===== config.mk =====
export PLATFORM = sky130hd
export DESIGN_NAME = sflh_ctrl
export DESIGN_NICKNAME = d
export VERILOG_FILES = /design/src/common/sflh_pkg.sv /design/src/core/sflh_ctrl.sv
export SDC_FILE = /design/constraint.sdc
export NUM_CORES = 1
export LEC_CHECK = 0
export BUFFER_PORTS_ARGS = -buffer_cell sky130_fd_sc_hd__buf_2
export CAP_MARGIN = 20
export CORE_ASPECT_RATIO = 1.2
export CORE_MARGIN = 1
export CORE_UTILIZATION = 55
export DETAILED_ROUTE_END_ITERATION = 12
export PLACE_DENSITY = 0.72
export SYNTH_ARGS = -nofsm -noshare
export SYNTH_HDL_FRONTEND = slang
export SYNTH_SLANG_ARGS = --single-unit
export TNS_END_PERCENT = 1

===== constraint.sdc =====
create_clock -name clk -period 2.69 [get_ports clk]
set_input_delay 0.1345 -clock clk [delete_from_list [all_inputs] [get_ports clk]]
set_output_delay 0.1345 -clock clk [all_outputs]
set_load 0.02 [all_outputs]

===== src/common/sflh_pkg.sv =====
// Overview of operation
// fast read: opcode 0BH, 24-bit address MSB first, one dummy byte
// data bytes follow the eight dummy clocks, from the addressed byte
// device read address wraps from FFFFFH back to 000000H
// chip enable stays low for the whole read; its rise ends it
// byte program: 02H, 24-bit address, one data byte bit 7 first
// host programs only erased (FFH) locations
// program or erase starts only when chip enable rises after it
// write latch set command precedes every program or erase
// device ignores program or erase aimed at a protected area
// busy bit stays set during the operation; host polls or waits
// word program: ADH, address, two bytes, even address first
// after not-busy, ADH plus two bytes programs the next two
// inside word program only continuation, status read, clear valid
// end word program: wait not-busy, latch clear, check busy again
// word program never wraps; device exits at top address
// 70H before word program enables ready/busy on serial out
// with that enabled, low chip enable shows busy 0, ready 1
// 80H turns ready/busy signalling off again
// block erase: D8H plus address, bits 16 up pick 64K block
// sector erase: 20H plus address, bits 12 up pick 4K sector
// chip erase 60H or C7H, ignored if anything is protected
// status read served any time, repeated every eight clocks
// latch set command sets the write latch flag
// latch clear command clears the write latch flag
// device clears write latch flag when the operation completes
package sflh_pkg;

	// ---------------------------------------------------------------
	// flash opcodes
	// ---------------------------------------------------------------
	localparam logic [7:0] OP_LATCH_SET = 8'h06;
	localparam logic [7:0] OP_LATCH_CLEAR = 8'h04;
	localparam logic [7:0] OP_STATUS_READ = 8'h05;
	localparam logic [7:0] OP_FAST_READ = 8'h0B;
	localparam logic [7:0] OP_BYTE_PROG = 8'h02;
	localparam logic [7:0] OP_WORD_PROG = 8'hAD;
	localparam logic [7:0] OP_HW_BUSY_ON = 8'h70;
	localparam logic [7:0] OP_HW_BUSY_OFF = 8'h80;
	localparam logic [7:0] OP_BLOCK_ERASE = 8'hD8;
	localparam logic [7:0] OP_SECTOR_ERASE = 8'h20;
	localparam logic [7:0] OP_CHIP_ERASE = 8'h60;
	localparam logic [7:0] OP_CHIP_ERASE2 = 8'hC7;

	// ---------------------------------------------------------------
	// register map and fields
	// ---------------------------------------------------------------
	localparam logic [4:0] REG_CMD = 5'h00;
	localparam logic [4:0] REG_ADDR = 5'h04;
	localparam logic [4:0] REG_TX = 5'h08;
	localparam logic [4:0] REG_RX = 5'h0C;
	localparam logic [4:0] REG_STAT = 5'h10;
	localparam int CMD_ADDR_BIT = 8;
	localparam int CMD_DUMMY_BIT = 9;
	localparam int CMD_READ_BIT = 10;
	localparam int CMD_LATCH_BIT = 11;
	localparam int CMD_WAIT_BIT = 12;
	localparam int CMD_HW_BIT = 13;
	localparam int CMD_NB_LSB = 16;
	localparam int SR_BUSY_BIT = 0;

	// ---------------------------------------------------------------
	// frame lengths in bits
	// ---------------------------------------------------------------
	localparam int FRAME_W = 72;
	localparam logic [6:0] LEN_OP = 7'h08;
	localparam logic [6:0] LEN_ADDR = 7'h18;
	localparam logic [6:0] LEN_DUMMY = 7'h08;
	localparam logic [6:0] LEN_POLL = 7'h10;

	// ---------------------------------------------------------------
	// timing
	// ---------------------------------------------------------------
	localparam int CLK_NS = 8;
	localparam int CE_HIGH_NS = 50;
	localparam int CE_HIGH_CYC = (CE_HIGH_NS + CLK_NS - 1) / CLK_NS;
	localparam int SENSE_NS = 40;
	localparam int SENSE_CYC = (SENSE_NS + CLK_NS - 1) / CLK_NS;

	// ---------------------------------------------------------------
	// state types
	// ---------------------------------------------------------------
	typedef enum logic [2:0] {
		S_IDLE = 3'b000,
		S_LOAD = 3'b001,
		S_SHIFT = 3'b010,
		S_GAP = 3'b011,
		S_SENSE = 3'b100
	} sflh_state_e;

	typedef enum logic [1:0] {
		PH_PRE = 2'b00,
		PH_MAIN = 2'b01,
		PH_POLL = 2'b10,
		PH_SENSE = 2'b11
	} sflh_phase_e;

	typedef struct packed {
		sflh_state_e st;
		sflh_phase_e ph;
		logic [7:0] cnt;
		logic sck;
		logic cs_n;
		logic [FRAME_W-1:0] sh;
		logic [6:0] nbit;
		logic [31:0] rx;
		logic [23:0] addr;
		logic [31:0] tx;
		logic [31:0] cmd;
		logic [7:0] sr;
		logic ready;
		logic [31:0] rdata;
		logic rd_pend;
		logic so1;
		logic so2;
	} sflh_regs_s;

endpackage


===== src/core/sflh_ctrl.sv =====
`timescale 1ns/1ps
module sflh_ctrl import sflh_pkg::*; #(
	parameter int HALF_DIV = 4
) (
	// clock and reset
	input wire logic clk,
	input wire logic rst,
	// avalon-mm slave
	input wire logic [4:0] avs_address,
	input wire logic avs_read,
	input wire logic avs_write,
	input wire logic [31:0] avs_writedata,
	output logic [31:0] avs_readdata,
	output logic avs_waitrequest,
	// flash pins
	output logic sck,
	output logic cs_n,
	output logic mosi,
	input wire logic miso
);

	// ---------------------------------------------------------------
	// parameter check
	// ---------------------------------------------------------------
	if (HALF_DIV < 4 || HALF_DIV > 255) begin : g_bad_div
		$error("HALF_DIV must lie in 4..255");
	end

	localparam logic [7:0] HALF_LAST = 8'(HALF_DIV - 1);
	localparam logic [7:0] GAP_LAST = 8'(CE_HIGH_CYC - 1);
	localparam logic [7:0] SENSE_LAST = 8'(SENSE_CYC - 1);

	sflh_regs_s s, d;
	logic busy;
	logic rd_new;
	logic wait_wr;
	logic [FRAME_W-1:0] v;
	logic [6:0] n;

	// ---------------------------------------------------------------
	// bus handshake and pins
	// ---------------------------------------------------------------
	assign busy = (s.st != S_IDLE);
	assign rd_new = avs_read & ~s.rd_pend;
	assign wait_wr = avs_write & busy;
	assign avs_waitrequest = rd_new | wait_wr;
	assign avs_readdata = s.rdata;
	assign sck = s.sck;
	assign cs_n = s.cs_n;
	assign mosi = s.sh[FRAME_W-1];

	// next-state logic
	always_comb begin
		d = s;
		v = '0;
		n = '0;
		d.so1 = miso;
		d.so2 = s.so1;
		d.rd_pend = rd_new;
		// read data is loaded on the same edge that drops waitrequest
		if (rd_new) begin
			unique case (avs_address)
				REG_CMD: d.rdata = s.cmd;
				REG_ADDR: d.rdata = {8'h00, s.addr};
				REG_TX: d.rdata = s.tx;
				REG_RX: d.rdata = s.rx;
				REG_STAT: d.rdata = {16'h0000, s.sr, 6'h00, s.ready, busy};
				default: d.rdata = 32'h0000_0000;
			endcase
		end
		// writes are stalled while a sequence runs
		if (avs_write && !busy) begin
			unique case (avs_address)
				REG_ADDR: d.addr = avs_writedata[23:0];
				REG_TX: d.tx = avs_writedata;
				REG_CMD: begin
					d.cmd = avs_writedata;
					d.st = S_LOAD;
					// latch set frame goes first when asked for
					d.ph = avs_writedata[CMD_LATCH_BIT] ? PH_PRE : PH_MAIN;
				end
				default: ;
			endcase
		end
		unique case (s.st)
			S_IDLE: begin
				d.cs_n = 1'b1;
				d.sck = 1'b0;
			end
			S_LOAD: begin
				// build the frame, left aligned, first bit out on top
				unique case (s.ph)
					PH_PRE: begin
						v = {OP_LATCH_SET, 64'h0};
						n = LEN_OP;
					end
					PH_POLL: begin
						v = {OP_STATUS_READ, 64'h0};
						n = LEN_POLL;
					end
					PH_MAIN: begin
						v = {s.cmd[7:0], 64'h0};
						n = LEN_OP;
						// continuation word program omits the address
						if (s.cmd[CMD_ADDR_BIT]) begin
							v = v | ({s.addr, 48'h0} >> n);
							n = n + LEN_ADDR;
						end
						if (s.cmd[CMD_DUMMY_BIT]) begin
							n = n + LEN_DUMMY;
						end
						if (!s.cmd[CMD_READ_BIT]) begin
							v = v | ({s.tx, 40'h0} >> n);
						end
						n = n + 7'({s.cmd[CMD_NB_LSB+:3], 3'b000});
						d.rx = 32'h0000_0000;
					end
					default: ;
				endcase
				d.sh = v;
				d.nbit = n;
				d.cnt = 8'h00;
				d.sck = 1'b0;
				d.cs_n = 1'b0;
				d.st = (s.ph == PH_SENSE) ? S_SENSE : S_SHIFT;
			end
			S_SHIFT: begin
				// chip enable held low until every bit has passed
				d.cs_n = 1'b0;
				if (s.cnt == HALF_LAST) begin
					d.cnt = 8'h00;
					d.sck = ~s.sck;
					if (s.sck) begin
						// falling edge: take in, move next bit out
						d.rx = {s.rx[30:0], s.so2};
						d.sh = s.sh << 1;
						d.nbit = s.nbit - 7'h01;
						if (s.nbit == 7'h01) begin
							d.cs_n = 1'b1;
							d.st = S_GAP;
						end
					end
				end else begin
					d.cnt = s.cnt + 8'h01;
				end
			end
			S_SENSE: begin
				// low chip enable shows ready/busy on serial out
				if (s.cnt == SENSE_LAST) begin
					d.ready = s.so2;
					d.cs_n = 1'b1;
					d.cnt = 8'h00;
					d.st = S_GAP;
				end else begin
					d.cnt = s.cnt + 8'h01;
				end
			end
			S_GAP: begin
				d.cs_n = 1'b1;
				if (s.cnt == GAP_LAST) begin
					d.cnt = 8'h00;
					d.st = S_IDLE;
					unique case (s.ph)
						PH_PRE: begin
							d.ph = PH_MAIN;
							d.st = S_LOAD;
						end
						PH_MAIN: begin
							// optional wait for completion after launch
							if (s.cmd[CMD_WAIT_BIT]) begin
								d.ph = s.cmd[CMD_HW_BIT] ? PH_SENSE : PH_POLL;
								d.st = S_LOAD;
							end
						end
						PH_POLL: begin
							d.sr = s.rx[7:0];
							if (s.rx[SR_BUSY_BIT]) begin
								d.st = S_LOAD;
							end
						end
						PH_SENSE: begin
							if (!s.ready) begin
								d.st = S_LOAD;
							end
						end
						default: ;
					endcase
				end else begin
					d.cnt = s.cnt + 8'h01;
				end
			end
			default: d.st = S_IDLE;
		endcase
	end

	// state register
	always_ff @(posedge clk) begin
		if (rst) begin
			s <= '0;
			s.cs_n <= 1'b1;
			s.st <= S_IDLE;
			s.ph <= PH_MAIN;
		end else begin
			s <= d;
		end
	end
endmodule


==> impl_results.md, run 1 <==
- Final-report max-slew violation count: 0
- Core region area: 21920 um^2
- Top cell by count, worst path: sky130_fd_sc_hd__a21oi_1
- Full die area: 23190 um^2
- Clock-pin slew of the registers on the worst-case setup and hold paths: ~0.060 ns
- Static power due to leakage: 5.480 nW
- Number of antenna violations at the first check in global routing: 0
- RD Place Congestion: 0.9419
- Gr ovfl total: 0
- Synthesized area divided by synthesized cell count: 8.675 um^2
- Prevailing post-synth register cell: sky130_fd_sc_hd__dfxtp_1
- Hold Path Class: input port to flip-flop
- Destination of the worst register-to-register timing path: s[223]
- Violations in the final reports: design-rule violations
- Share of layout cells above drive strength 1: between 10% and 20%
- Hold_sp: avs_address[4]
- Cell area after technology mapping: 12420 um^2
- Clock Tree Buf Depth: 3
- CP Class: flip-flop to flip-flop
- Number of buffers inserted by port buffering: 77
- CP arrival: 2.98 ns
- Area used by multi-input combinational logic: 6490 um^2
- Number of DRC markers after the initial detailed-route iteration: 1190
- Achievable frequency: 396.5 MHz
- Critical Path Source: s[257]
- Width of the chip: 139.2 um
- Share of total power consumed by net switching: 22.57%
- Drt first pass iters: 9
- Number of distinct library cells after synthesis: 62
- Setup crit start kind: flip-flop
- Number of enable-type register cells in the synthesized netlist: 0
- Pint: 6.060 mW
- Unrepaired setup endpoints after global routing: no
- Post-route clock skew: 0.01502 ns
- Critical Path, Cell by Cell: or3b_2, nand2_1, a21oi_1, a22oi_1, a21oi_1
- Post-synthesis register bit count: about 260
- Cells on Worst Hold Path: 4
- Initial core utilization: 56.66%
- Post-CTS setup repair buffer count: 0
- Total Negative Setup Slacks: 0 ns
- Number of warning messages in the yosys log: 0
- Slowest cell delay on critical path: 0.69 ns
- Number of vias after detailed routing: roughly 11000
- Sequential power share: 49.3%
- Slowest stage cell on the critical path: sky130_fd_sc_hd__dfxtp_1
- Part of the total power dissipated in the clock network: 46.2%
- Worst rel slew slack: 32.52%
- Number of nets at the end of the flow: approximately 1500
- Overall Global Routing Usage: 31.31%
- Site Rows: 59
- Wire per inst: 21.04 um
- Finish-stage setup viols: 0
- TritonCTS buffer count: 26
- Run status: finished with violations
- Min cycle time layout: around 2.5 ns
- VDD IR-drop max: 617.3 uV
- Endpoint of the worst hold-timing path: s[55]
- Vias in the first global route: 10571
- Wire length of the first global-routing pass: ~58 mm
- Number of diodes added for antenna fixing: 0
- Fraction of power consumed by combinational cells: under 10%
- Max Cap Violations: 0
- Category of the worst setup path capture point: flip-flop
- Clock Sink Count: roughly 260
- Number of cells on the worst reg-to-reg path: 5
- Critical path required time: approximately 3.2 ns
- Total I/O pin count: 78
- Synthesized netlist net count: between 1000 and 1500
- Htree depth: 1
- Skew-Pair Late Insertion Delay: 0.54 ns
- Synthesized netlist cell count: 1432
- Startpoint of the worst-slack reg-to-reg timing path: s[257]
- Fill count: 1827
- Transition time at the pin with the least slew margin: between 1 and 1.5 ns
- Async set-reset flop share out of synthesis: 0%
- Final core utilization: 64.09%
- Average via count per standard cell: 6.399
- Largest net degree at the start of global routing: 90
- Syn-to-layout area delta: 13.10%
- Reg2reg setup slack: about 0.17 ns
- Dpl hpwl: around 25 mm
- Clock tree from TritonCTS: done
- Proportion of synthesized chip area in sequential cells: 41.58%
- Root buffer cell: sky130_fd_sc_hd__clkbuf_16
- Flip-flop and latch area: 5165 um^2
- Number of antenna-violating nets in the routed design: 0
- Pwr per Cell Area: around 560 nW/um^2
- Switching power: 1.767 mW
- Drc violations: 3
- Aggregate routed wire length: 36.96 mm
- Die boundary height: 166.6 um
- Worst-path maximum fanout: 17
- Hold violation count in the final report: 0
- Share of the cycle needed by the critical path after routing: 93.76%
[cell usage after synthesis, drive strengths merged (3+ instances only)]
library cell / count / area, um^2
a211oi: 19 / 142.6
a31o: 3 / 26.28
nor3: 14 / 80.08
buf: 87 / 515.5
clkbuf: 67 / 251.5
nand3b: 8 / 60.06
a21oi: 151 / 755.7
nand3: 17 / 85.08
a22o: 24 / 210.2
inv: 10 / 37.54
o21ai: 89 / 449.2
a22oi: 106 / 795.8
and3: 3 / 18.77
o22ai: 9 / 56.30
o2bb2ai: 5 / 43.79
nor4: 3 / 18.77
a31oi: 6 / 43.79
a221oi: 8 / 70.07
o211a: 9 / 90.09
o211ai: 8 / 60.06
nand2b: 10 / 62.56
and2: 3 / 18.77
ha: 9 / 112.6
o32ai: 3 / 26.28
mux2i: 41 / 410.4
nor3b: 3 / 43.79
a21o: 4 / 30.03
mux2: 48 / 540.5
nand4b: 3 / 26.28
mux4: 24 / 540.5
a2bb2oi: 7 / 61.31
nor2: 137 / 514.2
nor2b: 8 / 50.05
or3b: 3 / 26.28
nand2: 196 / 735.7
dfxtp: 258 / 5165
or3: 8 / 50.05
[power by group through the flow]
stage	combinational [mW]	sequential (mW)	clock [mW]
finish	0.346	3.86	3.62
global placement	0.299	3.95	0
global route	0.371	3.86	3.81
CTS	0.340	3.86	3.66
detailed placement	0.300	3.95	0
floorplan	0.188	3.94	0
[what timing repair did]
item | in CTS | in global routing
hold endpoints to repair | 108 | 0
resized for setup | 0 | 1
hold buffers | 34 | 0
endpoints found under the setup margin | 0 | 1
[per-layer routing]
layer | routed length (um) | part of all wire [%] | vias to the layer above | global-route usage (%)
met5 | 0 | 0 | - | 0
met4 | 2280 | 6.2 | 0 | 18.21
met3 | 2808 | 7.6 | 143 | 3.997
li1 | - | - | 5205 | -
met1 | 14770 | 40 | 5388 | 40.12
met2 | 17100 | 46 | 507 | 50.81
[logic make-up (layout without fill, tap and decap cells)]
group           count (synthesis)  in the layout  synth area share (%)
compound gates                459            459                 23.61
xor+xnor                        3              3                0.2115
fa+ha+maj                      10             10                 1.068
buf+inv                       164            215                 6.476
flops                         258            258                 41.58
mux                           113            113                 12.01
simple gates                  425            425                 15.06
[layout make-up]
class,instances,share of cell area [%]
flip-flops and latches,258,36.76
clock inverters,10,0.7925
multi-input cells,1010,46.19
clock buffers,37,5.209
repair buffers,158,8.344
well taps,274,2.440
inverters,10,0.2671
[placed cells by master (no fill, tap or decap), types with 8 or more instances in the layout]
cell	count
sky130_fd_sc_hd__buf_4	40
sky130_fd_sc_hd__mux2i_1	41
sky130_fd_sc_hd__a211oi_1	19
sky130_fd_sc_hd__a22oi_1	106
sky130_fd_sc_hd__clkbuf_16	26
sky130_fd_sc_hd__nand3b_1	8
sky130_fd_sc_hd__dlygate4sd3_1	34
sky130_fd_sc_hd__or3_1	8
sky130_fd_sc_hd__nor2_1	137
sky130_fd_sc_hd__ha_1	8
sky130_fd_sc_hd__o211a_1	9
sky130_fd_sc_hd__mux2_2	48
sky130_fd_sc_hd__a21oi_1	151
sky130_fd_sc_hd__nand2_1	196
sky130_fd_sc_hd__inv_1	10
sky130_fd_sc_hd__a221oi_1	8
sky130_fd_sc_hd__o22ai_1	9
sky130_fd_sc_hd__buf_2	76
sky130_fd_sc_hd__dfxtp_1	258
sky130_fd_sc_hd__nand2b_1	10
sky130_fd_sc_hd__a22o_1	24
sky130_fd_sc_hd__nor3_1	12
sky130_fd_sc_hd__o211ai_1	8
sky130_fd_sc_hd__o21ai_0	87
sky130_fd_sc_hd__nand3_1	17
sky130_fd_sc_hd__mux4_2	24
[worst max-delay path, delay by kind of cell, from the launching register on]
| kind | cells | cell delay, ns |
|---|---|---|
| compound gates | 3 | 1.09 |
| flops | 1 | 0.69 |
| simple gates | 2 | 0.66 |
[how the worst max path moves through the flow]
stage / end / slack (ns) / depth (start not counted)
after detailed placement: s[171] / 0.27 / 6
after floorplan: s[237] / 0.22 / 9
after global routing: s[186] / 0.04 / 7
final: s[223] / 0.17 / 5
after global placement: s[171] / 0.22 / 6
after CTS: s[171] / 0.24 / 6
[through the flow]
| stage | power, mW | std cells | cell area, um^2 | setup slack, ns | hold WS [ns] |
|---|---|---|---|---|---|
| finish | 7.827 | 1757 | 14050 | 0.1680 | 0.1162 |
| global route | 8.040 | 1757 | 14050 | 0.03755 | 0.1050 |
| CTS | 7.860 | 1757 | 14050 | 0.2386 | 0.07782 |
| detailed placement | 4.246 | 1676 | 12860 | 0.2671 | 0.3462 |
| global placement | 4.244 | 1676 | 12860 | 0.2221 | 0.3448 |
| floorplan | 4.125 | 1432 | 12420 | 0.2168 | 0.2627 |
[sequential cells by signal, summed over array words and instances (netlist names)]
register / cells
avs_readdata: 32
cs_n: 1
d: 1
mosi: 1
s: 222
sck: 1
Note: power is estimated with default switching activity, not from simulation.
==> inputs of run 2 (changes only) <==
- PLACE_DENSITY: 0.72 -> 0.79
==> run 2 against run 1 <==
The flow still finishes with violations (design-rule violations). Clock-buffer cell count increased by 5. Via count is 0.12% lower. Critical path depth increased by 1. Critical endpoint is now s[176]. Largest cell class unchanged. Global-route usage fell by 0.72 points. Worst hold slack worse by 0.074 ns. Combinational power is 2% lower. Flip-flop and latch count unchanged. Die area did not move. Core utilization down 0.13 points.
==> impl_results.md, run 2 (synthesis results as in run 1) <==
- Unrepaired setup endpoints after global routing: no (unchanged)
- Worst rel slew slack: 33.40% (was 32.52%)
- Last element of the critical path: s[176] (was s[223])
- Critical Path Source: s[52] (was s[257])
- Dpl hpwl: 24.12 mm (was 24.97 mm)
- Clock Sink Count: 258 (unchanged)
- Share of layout cells above drive strength 1: 16.82% (was 17.33%)
- Drc violations: 5 (was 3)
- Number of nets at the end of the flow: 1515 (was 1516)
- Hold Path Class: input port to flip-flop (unchanged)
- CP Class: flip-flop to flip-flop (unchanged)
- Achievable frequency: 412.7 MHz (was 396.5 MHz)
- Die boundary height: 166.6 um (unchanged)
- Htree depth: 1 (unchanged)
- Final-report max-slew violation count: 0 (unchanged)
- Max Cap Violations: 0 (unchanged)
- Full die area: 23190 um^2 (unchanged)
- Root buffer cell: sky130_fd_sc_hd__clkbuf_16 (unchanged)
- Syn-to-layout area delta: 12.87% (was 13.10%)
- Aggregate routed wire length: 36.06 mm (was 36.96 mm)
- Min cycle time layout: 2.423 ns (was 2.522 ns)
- Site Rows: 59 (unchanged)
- Area used by multi-input combinational logic: 6487 um^2 (was 6490 um^2)
- RD Place Congestion: 0.9378 (was 0.9419)
- Most common cell after layout, fill and taps aside: sky130_fd_sc_hd__dfxtp_1 (unchanged)
- Width of the chip: 139.2 um (unchanged)
- Non-filler cells, final: 1754 (was 1757)
- Number of buffers inserted by port buffering: 77 (unchanged)
- Reg2reg setup slack: 0.27 ns (was 0.17 ns)
- Flip-flop and latch area: 5165 um^2 (unchanged)
- Number of cells on the worst reg-to-reg path: 6 (was 5)
- Initial core utilization: 56.66% (unchanged)
- Wire per inst: 20.56 um (was 21.04 um)
- Wire length of the first global-routing pass: 56.69 mm (was 57.62 mm)
- Vias in the first global route: 10462 (was 10571)
- Overall Global Routing Usage: 30.59% (was 31.31%)
- Share of the cycle needed by the critical path after routing: 90.09% (was 93.76%)
- Hold violation count in the final report: 0 (unchanged)
- Critical path required time: 3.16 ns (was 3.15 ns)
- Post-route clock skew: 0.01540 ns (was 0.01502 ns)
- Worst-path maximum fanout: 19 (was 17)
- Startpoint of the worst-slack reg-to-reg timing path: s[52] (was s[257])
- Run status: finished with violations (unchanged)
- Post-cts sizing count: 0 (unchanged)
- Transition time at the pin with the least slew margin: 0.9990 ns (was 1.012 ns)
- Finish-stage setup viols: 0 (unchanged)
- Clock tree from TritonCTS: done (unchanged)
- TritonCTS buffer count: 27 (was 26)
- Total I/O pin count: 78 (unchanged)
- Pwr per Cell Area: 558.0 nW/um^2 (was 557.0 nW/um^2)
- Number of antenna-violating nets in the routed design: 0 (unchanged)
- Average via count per standard cell: 6.403 (was 6.399)
- Core region area: 21920 um^2 (unchanged)
- Setup crit start kind: flip-flop (unchanged)
- Clock-pin slew of the registers on the worst-case setup and hold paths: 0.06 ns (about the same)
- Cells on Worst Hold Path: 4 (unchanged)
- Violations in the final reports: design-rule violations (unchanged)
- Gr ovfl total: 0 (unchanged)
- Top reg by flops: s (unchanged)
- Total Negative Setup Slacks: 0 ns (unchanged)
- CP arrival: 2.89 ns (was 2.98 ns)
- Skew-Pair Late Insertion Delay: 0.56 ns (was 0.54 ns)
- Destination of the worst register-to-register timing path: s[176] (was s[223])
- Clock Tree Buf Depth: 3 (unchanged)
- Number of vias after detailed routing: 11230 (was 11243)
- Static power due to leakage: 5.463 nW (was 5.480 nW)
- Category of the worst setup path capture point: flip-flop (unchanged)
- VDD IR-drop max: 507.5 uV (was 617.3 uV)
- Number of DRC markers after the initial detailed-route iteration: 1276 (was 1190)
- Number of antenna violations at the first check in global routing: 0 (unchanged)
- Flip-flop count of the largest register, all copies and words added: 222 (unchanged)
- Largest net degree at the start of global routing: 72 (was 90)
- Cell count after placement: 1671 (was 1676)
- Most frequent cells in the layout: sky130_fd_sc_hd__dfxtp_1, sky130_fd_sc_hd__nand2_1, sky130_fd_sc_hd__a21oi_1, sky130_fd_sc_hd__nor2_1, sky130_fd_sc_hd__a22oi_1 (unchanged)
- Number of diodes added for antenna fixing: 0 (unchanged)
- Drt first pass iters: 10 (was 9)
- Fill count: 1771 (was 1827)
-- run 2: cell types whose count changed in the layout (fill, tap and decap cells not counted) --
cell | before | now
sky130_fd_sc_hd__inv_16 | 0 | 1
sky130_fd_sc_hd__nor2b_1 | 7 | 8
sky130_fd_sc_hd__buf_4 | 40 | 38
sky130_fd_sc_hd__clkbuf_1 | 7 | 10
sky130_fd_sc_hd__clkinv_8 | 1 | 0
sky130_fd_sc_hd__clkinv_2 | 7 | 2
sky130_fd_sc_hd__clkbuf_16 | 26 | 27
sky130_fd_sc_hd__nor2b_2 | 1 | 0
sky130_fd_sc_hd__buf_12 | 7 | 6
sky130_fd_sc_hd__clkbuf_8 | 4 | 5
sky130_fd_sc_hd__bufinv_16 | 2 | 1
sky130_fd_sc_hd__dlygate4sd3_1 | 34 | 35
-- run 2: what timing repair did --
item,CTS,global route
endpoints found under the hold margin,108,0
endpoints found under the setup margin,0,40
hold buffers,35,0
buffers inserted,0,2
-- run 2: critical path, stage by stage, from the launching register on --
cell	delay, ns
sky130_fd_sc_hd__dfxtp_1	0.31
sky130_fd_sc_hd__inv_1	0.08
sky130_fd_sc_hd__ha_2	0.39
sky130_fd_sc_hd__nor2b_1	0.83
sky130_fd_sc_hd__a22oi_1	0.32
sky130_fd_sc_hd__a2bb2oi_1	0.20
sky130_fd_sc_hd__a211oi_1	0.22
-- run 2: area by class of cell --
cell class	instances	share of cell area [%]
inverter	10	0.2677
multi-input combinational	1010	46.27
sequential	258	36.83
clock inverter	4	0.4283
timing repair buffer	156	8.182
tap	274	2.445
clock buffer	42	5.577
-- run 2: layer usage --
layer / vias up / GRT usage (%) / share of wire, % / wire (um)
met2: 536 / 50.53 / 47 / 16990
met4: 0 / 14.20 / 4.5 / 1627
met5: - / 0 / 0 / 0
met1: 5379 / 40.13 / 41 / 14820
li1: 5211 / - / - / -
met3: 104 / 3.450 / 7.3 / 2616
-- run 2: power by group --
part / switching [mW] / internal, mW
clock network: 1.54 / 2.09
registers: 0.0206 / 3.84
logic: 0.210 / 0.130
total: 1.77 / 6.06
-- run 2: how the worst min path moves through the flow --
stage | startpoint | end | slack, ns
2_1_floorplan | miso | d[0] | 0.26
3_3_place_gp | miso | d[0] | 0.34
3_5_place_dp | miso | d[0] | 0.36
4_1_cts | avs_address[4] | s[55] | 0.03
5_1_grt | avs_address[4] | s[55] | 0.07
6_report | avs_address[4] | s[55] | 0.04
-- run 2: stage by stage --
| stage | hold WS (ns) | worst slack, ns | util (%) | total power, mW | cell area (um^2) |
|---|---|---|---|---|---|
| final | 0.04198 | 0.2667 | 63.96 | 7.824 | 14020 |
| after floorplan | 0.2627 | 0.2168 | - | 4.125 | 12420 |
| after global placement | 0.3412 | 0.3185 | 58.39 | 4.235 | 12800 |
| after detailed placement | 0.3630 | 0.2292 | 58.39 | 4.238 | 12800 |
| after CTS | 0.03469 | 0.1616 | 63.83 | 7.835 | 13990 |
| after global routing | 0.07370 | 0.03781 | 63.96 | 8.021 | 14020 |
